## src/shared/pps_defines.svh

```systemverilog
`ifndef PPS_DEFINES_SVH
`define PPS_DEFINES_SVH

// ----------------------------------------------------------------
// Register byte offsets
// ----------------------------------------------------------------
`define PPS_OFS_IN_AB     8'h00
`define PPS_OFS_CMOS_DATA 8'h04
`define PPS_OFS_CMOS_DIR  8'h08
`define PPS_OFS_OD_DATA   8'h0C
`define PPS_OFS_OD_DIR    8'h10
`define PPS_OFS_BIT_OUT   8'h14

// ----------------------------------------------------------------
// Field positions
// ----------------------------------------------------------------
`define PPS_DIR_C_BIT     0
`define PPS_DIR_H_BIT     1
`define PPS_DIR_E_BIT     0
`define PPS_DIR_F_BIT     1
`define PPS_SEG_SEL_BIT   8

// ----------------------------------------------------------------
// Reset values
// ----------------------------------------------------------------
`define PPS_RST_NIB       4'h0
`define PPS_RST_BYTE      8'h00
`define PPS_RST_DIR       1'b0
`define PPS_RST_WORD      32'h0000_0000

`endif

```

## src/shared/pps_pkg.sv

```systemverilog
package pps_pkg;

    // Bus answer sequencer, one-hot
    typedef enum logic [1:0] {
        PPS_ST_IDLE = 2'b01,
        PPS_ST_ACK  = 2'b10
    } pps_bus_state_t;

    typedef logic [3:0] pps_nib_t;

endpackage : pps_pkg

```

## src/pps_nibble_cell.sv

```systemverilog
`timescale 1ns/1ps
// ----------------------------------------------------------------
// One 4-line port: drive, enable and readback
// ----------------------------------------------------------------
module pps_nibble_cell
    import pps_pkg::*;
#(
    parameter bit OPEN_DRAIN = 1'b0
) (
    input wire pps_nib_t dat,
    input wire pps_nib_t dir,
    input wire pps_nib_t pin_in,
    output logic [3:0] pin_out,
    output logic [3:0] pin_oe,
    output logic [3:0] rd_val
);

    // Open drain only pulls low; a high latch bit releases the pin
    always_comb begin
        if (OPEN_DRAIN) begin
            pin_out = 4'h0;
            pin_oe = dir & ~dat;
        end else begin
            pin_out = dat;
            pin_oe = dir;
        end
        // Output lines read the latch, input lines the pin
        rd_val = (dir & dat) | (~dir & pin_in);
    end

endmodule : pps_nibble_cell

```

## src/pps_port_set.sv

```systemverilog
`timescale 1ns/1ps
`include "pps_defines.svh"
module pps_port_set
    import pps_pkg::*;
(
    input wire logic sys_clk,
    input wire logic rst_b,
    input wire logic [7:0] avs_address,
    input wire logic avs_read,
    input wire logic avs_write,
    input wire logic [31:0] avs_writedata,
    input wire logic [3:0] avs_byteenable,
    output logic [31:0] avs_readdata,
    output logic avs_waitrequest,
    input wire logic [3:0] input_nibble_a_in,
    input wire logic [3:0] input_nibble_b_in,
    input wire logic [3:0] io_nibble_c_in,
    output logic [3:0] io_nibble_c_out,
    output logic [3:0] io_nibble_c_oe,
    input wire logic [3:0] io_bitwise_d_in,
    output logic [3:0] io_bitwise_d_out,
    output logic [3:0] io_bitwise_d_oe,
    input wire logic [3:0] io_bitwise_g_in,
    output logic [3:0] io_bitwise_g_out,
    output logic [3:0] io_bitwise_g_oe,
    input wire logic [3:0] io_nibble_h_in,
    output logic [3:0] io_nibble_h_out,
    output logic [3:0] io_nibble_h_oe,
    input wire logic [3:0] opendrain_nibble_e_in,
    output logic [3:0] opendrain_nibble_e_out,
    output logic [3:0] opendrain_nibble_e_oe,
    input wire logic [3:0] opendrain_nibble_f_in,
    output logic [3:0] opendrain_nibble_f_out,
    output logic [3:0] opendrain_nibble_f_oe,
    input wire logic [7:0] seg_data_in,
    output logic [7:0] upper_segment_pins
);

    // ----------------------------------------------------------------
    // Bus sequencer
    // ----------------------------------------------------------------
    pps_bus_state_t st_r, st_nxt;
    logic [31:0] rdata_r, rdata_nxt;
    logic req, commit;
    logic [31:0] rd_mux;

    // One wait state: the answer always comes at the second edge
    always_comb begin
        req = avs_read | avs_write;
        st_nxt = st_r;
        rdata_nxt = rdata_r;
        unique case (st_r)
            PPS_ST_IDLE: begin
                if (req) begin
                    st_nxt = PPS_ST_ACK;
                    rdata_nxt = avs_read ? rd_mux : `PPS_RST_WORD;
                end
            end
            PPS_ST_ACK: begin
                st_nxt = PPS_ST_IDLE;
            end
        endcase
        commit = avs_write && (st_r == PPS_ST_ACK);
    end

    always_ff @(posedge sys_clk or negedge rst_b) begin
        if (!rst_b) begin
            st_r <= PPS_ST_IDLE;
            rdata_r <= `PPS_RST_WORD;
        end else begin
            st_r <= st_nxt;
            rdata_r <= rdata_nxt;
        end
    end

    assign avs_waitrequest = req && (st_r != PPS_ST_ACK);
    assign avs_readdata = rdata_r;

    // ----------------------------------------------------------------
    // Port latches and direction
    // ----------------------------------------------------------------
    pps_nib_t c_r, d_r, g_r, h_r, e_r, f_r;
    pps_nib_t c_nxt, d_nxt, g_nxt, h_nxt, e_nxt, f_nxt;
    pps_nib_t d_dir_r, g_dir_r, d_dir_nxt, g_dir_nxt;
    logic c_dir_r, h_dir_r, e_dir_r, f_dir_r;
    logic c_dir_nxt, h_dir_nxt, e_dir_nxt, f_dir_nxt;
    logic [7:0] bits_r, bits_nxt;
    logic seg_sel_r, seg_sel_nxt;
    logic [3:0] be;

    // Writes land only at the edge where waitrequest is low
    always_comb begin
        be = avs_byteenable;
        {c_nxt, d_nxt, g_nxt, h_nxt, e_nxt, f_nxt} = {c_r, d_r, g_r, h_r, e_r, f_r};
        {d_dir_nxt, g_dir_nxt} = {d_dir_r, g_dir_r};
        {c_dir_nxt, h_dir_nxt, e_dir_nxt, f_dir_nxt} = {c_dir_r, h_dir_r, e_dir_r, f_dir_r};
        bits_nxt = bits_r;
        seg_sel_nxt = seg_sel_r;
        if (commit) begin
            unique case (avs_address)
                `PPS_OFS_CMOS_DATA: begin
                    if (be[0]) {d_nxt, c_nxt} = avs_writedata[7:0];
                    if (be[1]) {h_nxt, g_nxt} = avs_writedata[15:8];
                end
                `PPS_OFS_CMOS_DIR: begin
                    if (be[0]) begin
                        c_dir_nxt = avs_writedata[`PPS_DIR_C_BIT];
                        h_dir_nxt = avs_writedata[`PPS_DIR_H_BIT];
                    end
                    if (be[1]) {g_dir_nxt, d_dir_nxt} = avs_writedata[15:8];
                end
                `PPS_OFS_OD_DATA: begin
                    if (be[0]) {f_nxt, e_nxt} = avs_writedata[7:0];
                end
                `PPS_OFS_OD_DIR: begin
                    if (be[0]) begin
                        e_dir_nxt = avs_writedata[`PPS_DIR_E_BIT];
                        f_dir_nxt = avs_writedata[`PPS_DIR_F_BIT];
                    end
                end
                `PPS_OFS_BIT_OUT: begin
                    if (be[0]) bits_nxt = avs_writedata[7:0];
                    if (be[1]) seg_sel_nxt = avs_writedata[`PPS_SEG_SEL_BIT];
                end
                default: begin
                    // Input port and unmapped words ignore writes
                end
            endcase
        end
    end

    // All directions clear to input at reset
    always_ff @(posedge sys_clk or negedge rst_b) begin
        if (!rst_b) begin
            {c_r, d_r, g_r, h_r} <= {4{`PPS_RST_NIB}};
            {e_r, f_r} <= {2{`PPS_RST_NIB}};
            {d_dir_r, g_dir_r} <= {2{`PPS_RST_NIB}};
            {c_dir_r, h_dir_r, e_dir_r, f_dir_r} <= {4{`PPS_RST_DIR}};
            bits_r <= `PPS_RST_BYTE;
            seg_sel_r <= `PPS_RST_DIR;
        end else begin
            {c_r, d_r, g_r, h_r} <= {c_nxt, d_nxt, g_nxt, h_nxt};
            {e_r, f_r} <= {e_nxt, f_nxt};
            {d_dir_r, g_dir_r} <= {d_dir_nxt, g_dir_nxt};
            {c_dir_r, h_dir_r, e_dir_r, f_dir_r} <= {c_dir_nxt, h_dir_nxt, e_dir_nxt, f_dir_nxt};
            bits_r <= bits_nxt;
            seg_sel_r <= seg_sel_nxt;
        end
    end

    // ----------------------------------------------------------------
    // Line cells
    // ----------------------------------------------------------------
    logic [3:0] rd_c, rd_d, rd_g, rd_h, rd_e, rd_f;

    // Nibble ports fan one direction bit to all four lines
    pps_nibble_cell #(.OPEN_DRAIN(1'b0)) u_c (.dat(c_r), .dir({4{c_dir_r}}),
        .pin_in(io_nibble_c_in), .pin_out(io_nibble_c_out), .pin_oe(io_nibble_c_oe),
        .rd_val(rd_c));
    pps_nibble_cell #(.OPEN_DRAIN(1'b0)) u_d (.dat(d_r), .dir(d_dir_r),
        .pin_in(io_bitwise_d_in), .pin_out(io_bitwise_d_out), .pin_oe(io_bitwise_d_oe),
        .rd_val(rd_d));
    pps_nibble_cell #(.OPEN_DRAIN(1'b0)) u_g (.dat(g_r), .dir(g_dir_r),
        .pin_in(io_bitwise_g_in), .pin_out(io_bitwise_g_out), .pin_oe(io_bitwise_g_oe),
        .rd_val(rd_g));
    pps_nibble_cell #(.OPEN_DRAIN(1'b0)) u_h (.dat(h_r), .dir({4{h_dir_r}}),
        .pin_in(io_nibble_h_in), .pin_out(io_nibble_h_out), .pin_oe(io_nibble_h_oe),
        .rd_val(rd_h));
    pps_nibble_cell #(.OPEN_DRAIN(1'b1)) u_e (.dat(e_r), .dir({4{e_dir_r}}),
        .pin_in(opendrain_nibble_e_in), .pin_out(opendrain_nibble_e_out),
        .pin_oe(opendrain_nibble_e_oe), .rd_val(rd_e));
    pps_nibble_cell #(.OPEN_DRAIN(1'b1)) u_f (.dat(f_r), .dir({4{f_dir_r}}),
        .pin_in(opendrain_nibble_f_in), .pin_out(opendrain_nibble_f_out),
        .pin_oe(opendrain_nibble_f_oe), .rd_val(rd_f));

    // Segment drive takes the upper pins when selected
    assign upper_segment_pins = seg_sel_r ? seg_data_in : bits_r;

    // ----------------------------------------------------------------
    // Read multiplexer
    // ----------------------------------------------------------------
    // Input ports have no direction or latch; pins always read back
    always_comb begin
        rd_mux = `PPS_RST_WORD;
        unique case (avs_address)
            `PPS_OFS_IN_AB: rd_mux[7:0] = {input_nibble_b_in, input_nibble_a_in};
            `PPS_OFS_CMOS_DATA: rd_mux[15:0] = {rd_h, rd_g, rd_d, rd_c};
            `PPS_OFS_CMOS_DIR: begin
                rd_mux[`PPS_DIR_C_BIT] = c_dir_r;
                rd_mux[`PPS_DIR_H_BIT] = h_dir_r;
                rd_mux[15:8] = {g_dir_r, d_dir_r};
            end
            `PPS_OFS_OD_DATA: rd_mux[7:0] = {rd_f, rd_e};
            `PPS_OFS_OD_DIR: begin
                rd_mux[`PPS_DIR_E_BIT] = e_dir_r;
                rd_mux[`PPS_DIR_F_BIT] = f_dir_r;
            end
            `PPS_OFS_BIT_OUT: begin
                rd_mux[7:0] = bits_r;
                rd_mux[`PPS_SEG_SEL_BIT] = seg_sel_r;
            end
            default: rd_mux = `PPS_RST_WORD;
        endcase
    end
endmodule : pps_port_set

```

## config.mk

```make
export PLATFORM = sky130hd
export DESIGN_NAME = pps_port_set
export DESIGN_NICKNAME = d
export VERILOG_FILES = /design/src/shared/pps_pkg.sv /design/src/pps_nibble_cell.sv /design/src/pps_port_set.sv
export VERILOG_INCLUDE_DIRS = /design/src /design/src/shared
export SDC_FILE = /design/constraint.sdc
export NUM_CORES = 1
export LEC_CHECK = 0
export BUFFER_PORTS_ARGS = -buffer_cell sky130_fd_sc_hd__buf_2
export CAP_MARGIN = 25
export CORE_ASPECT_RATIO = 1.5
export CORE_MARGIN = 2
export CORE_UTILIZATION = 25
export CTS_CLUSTER_DIAMETER = 50
export DETAILED_ROUTE_END_ITERATION = 16
export PLACE_DENSITY = 0.44
export SLEW_MARGIN = 20
export SYNTH_ARGS = -nofsm -noshare
export SYNTH_HDL_FRONTEND = slang
export SYNTH_HIERARCHICAL = 1
export SYNTH_SLANG_ARGS = --single-unit
export TNS_END_PERCENT = 10
```

## constraint.sdc

```tcl
create_clock -name sys_clk -period 4.9 [get_ports sys_clk]
set_clock_uncertainty 0.05 [all_clocks]
set_input_delay 0.98 -clock sys_clk [delete_from_list [all_inputs] [get_ports sys_clk]]
set_output_delay 0.98 -clock sys_clk [all_outputs]
set_load 0.005 [all_outputs]
```

==> run summary <==
Status -> finished clean
Final GP Congestion -> 0.746
First-pass GRT wire length -> 16400 um
Worst setup startpoint -> avs_address[5]
Post-synthesis async set-or-reset flop share -> 1.00
Synth Area in Compound Gates -> 0.0700
Syn Area/Cell -> 12.5 um2
Dpl ws -> 1600 ps
Io pins -> 177
Largest family of logic cells by synthesized area -> multiplexers
Cell Area, Placed -> 0.00435 mm2
DR DRC count -> 0
Reg-to-Reg Start -> st_r[0]$_DFFE_PN1P_
Max-slew violation count -> 0
Power per standard cell area -> 295 mW/mm2
Setup bufs post-CTS -> 0
Tcrit/Tclk final -> 0.568
Kind of critical path -> input pin to flop
Simple-gate share of the synthesized area -> 0.0970
Crit start category -> input pin
Fmax -> 0.360 GHz
Peak supply drop -> 0.176 mV
Post-route setup TNS -> 0 ps
Relative slew slack -> 0.457
Via-per-instance ratio -> 4.33
Largest net degree at the start of global routing -> 34
CTS max path bufs -> 2
Hold_sp -> avs_readdata[6]$_DFFE_PN0P_
Worst-path clk slew -> 50 ps
Hold_buf cts -> 0
Number of diodes -> 0
Minimum clock period -> 2780 ps
Vias in the first global route -> 2789
Hold Crit Class -> flop to flop
Drt pass-1 iters -> 4
Final Net Count -> 496
Post-synthesis adder-cell area fraction -> 0
Mapped cell area -> 0.00380 mm2
Maximum fanout along the worst path -> 9
Core area -> 0.0150 mm2
Initial antenna violation count -> 0
Clock sinks -> 63
Synth-to-layout area growth -> 21.9%
Worst Path Arrival -> 3000 ps
CTS H-Tree Depth -> 3
RSZ-0062 raised after global routing -> false
Post-cts sizing count -> 0
Most frequent cells in the layout -> buf_2 (134), dfrtp_1 (62), mux2_2 (56)
Global route overflow -> 0
ANT nets after route -> 0
Setup WS post-layout -> 2120 ps
Share of layout cells above drive strength 1 -> 0.598
Mux contribution to synthesized area -> 0.291
Power Internal -> 1.01 mW
Max-cap violations -> 0
Cells after Synth -> 305
Total wire length -> 10700 um
Root Driver -> clkbuf_16
Switching pwr -> 0.355 mW
Die Y -> 155 um
Row count -> 55
Clk Latency, worst-skew pair -> 330 ps
Post-DR wirelength/cell -> 17.5 um
Critical path endpoint category -> flop
CTS buffer count -> 9
Vias -> 2649
Synth Flop Type -> dfrtp_1
Final Hold Fails -> 0
Starting Density -> 0.254
Slew @ Worst Pin -> 806 ps
Lkg Pwr -> 2.60 nW
Yosys warns -> 6
Commonest non-fill, non-tap cell in the layout -> buf_2
Design area -> 0.00464 mm2
Comb pwr share -> 0.134
CTS tree -> yes
Horiz. Die Dim -> 105 um
Post-synth EDFFs -> 0
I/O Buffers -> 134
Die area -> 0.0162 mm2
Clk pwr share -> 0.459
Register share of total power -> 0.407
GRT Total Usage -> 0.135
Req. time, crit path -> 5120 ps
Net Sw Frac -> 0.259
Seq/Total Area, Yosys -> 0.415
XOR/XNOR share of the synthesized area -> 0
1st-iter DRT viols -> 81
Final setup fails -> 0
Final core utilization -> 0.309
HPWL after detailed placement -> 8070 um
#FFs+latches synth -> 63
Yosys cell types -> 42
## power groups by stage
| stage | Sequential, mW | Combinational (mW) | Clock, mW |
|---|---|---|---|
| final | 0.557 | 0.183 | 0.628 |
| after global routing | 0.560 | 0.204 | 0.678 |
| after CTS | 0.557 | 0.189 | 0.655 |
| after detailed placement | 0.567 | 0.188 | 0 |
| after global placement | 0.566 | 0.186 | 0 |
| after floorplan | 0.561 | 0.119 | 0 |
## cells in the mapped netlist, drive strengths merged (2+ instances only)
| cell type | instances | share of area |
|---|---|---|
| a21o | 8 | 0.016 |
| mux2i | 3 | 0.0079 |
| nand2 | 7 | 0.010 |
| clkbuf | 4 | 0.0039 |
| and3 | 4 | 0.0066 |
| a22oi | 5 | 0.0099 |
| or3 | 2 | 0.0046 |
| nor2b | 17 | 0.028 |
| nor2 | 5 | 0.0069 |
| mux2 | 83 | 0.27 |
| conb | 3 | 0.0030 |
| a22o | 7 | 0.016 |
| o21ai | 2 | 0.0026 |
| dfrtp | 62 | 0.41 |
| nand4 | 2 | 0.0049 |
| nor4 | 5 | 0.016 |
| a21oi | 2 | 0.0026 |
| mux4 | 2 | 0.012 |
| nor3 | 5 | 0.011 |
| buf | 61 | 0.12 |
| a221o | 8 | 0.021 |
## routing by layer
layer / track usage / part of all wire
met5: 0 / 0
met4: 0.0508 / 0.017
met3: 0.0243 / 0.044
met2: 0.245 / 0.54
met1: 0.156 / 0.40
## final timing paths
kind | end | slack, ps | cells past startpoint
worst min register to register | avs_readdata[6]$_DFFE_PN0P_ | 460 | 1
worst min-delay path | avs_readdata[6]$_DFFE_PN0P_ | 460 | 1
worst max register to register | avs_readdata[4]$_DFFE_PN0P_ | 2900 | 4
max in group asynchronous | c_dir_r$_DFFE_PN0P_ | 3150 | 2
worst max-delay path | avs_readdata[8]$_DFFE_PN0P_ | 2120 | 5
min in group asynchronous | c_r[0]$_DFFE_PN0P_ | 680 | 1
## critical path, stage by stage
cell and delay (ps):
buf_2 90, or3_1 620, nor4_4 400, nor2b_1 640, a221o_1 250
## stage by stage
step | std cells | hold slack (ps) | power (mW)
global placement | 596 | 438 | 0.752
finish | 612 | 457 | 1.37
CTS | 612 | 453 | 1.40
detailed placement | 596 | 440 | 0.754
global route | 612 | 488 | 1.44
floorplan | 326 | 423 | 0.681
## flip-flops by register name, summed over array words and instances (netlist names), 2 cells and up
signal,cells
g_dir_r,4
d_r,4
e_r,4
d_dir_r,4
f_r,4
c_r,4
g_r,4
bits_r,8
avs_readdata,16
h_r,4
st_r,2
## kinds of logic after synthesis
group,count (synthesis)
simple gates,52
mux,88
compound gates,33
other cells,3
flops,63
buf+inv,66
## cell type report
type	count	area, um2
Multi-Input combinational cell	197	1830
Clock buffer	10	229
Timing Repair Buffer	136	686
Sequential cell	63	1580
Fill cell	1629	10400
Clock inverter	6	61.3
Inverter	1	3.75
Tap cell	199	249
No activity file was read; power rests on OpenSTA's default activity.
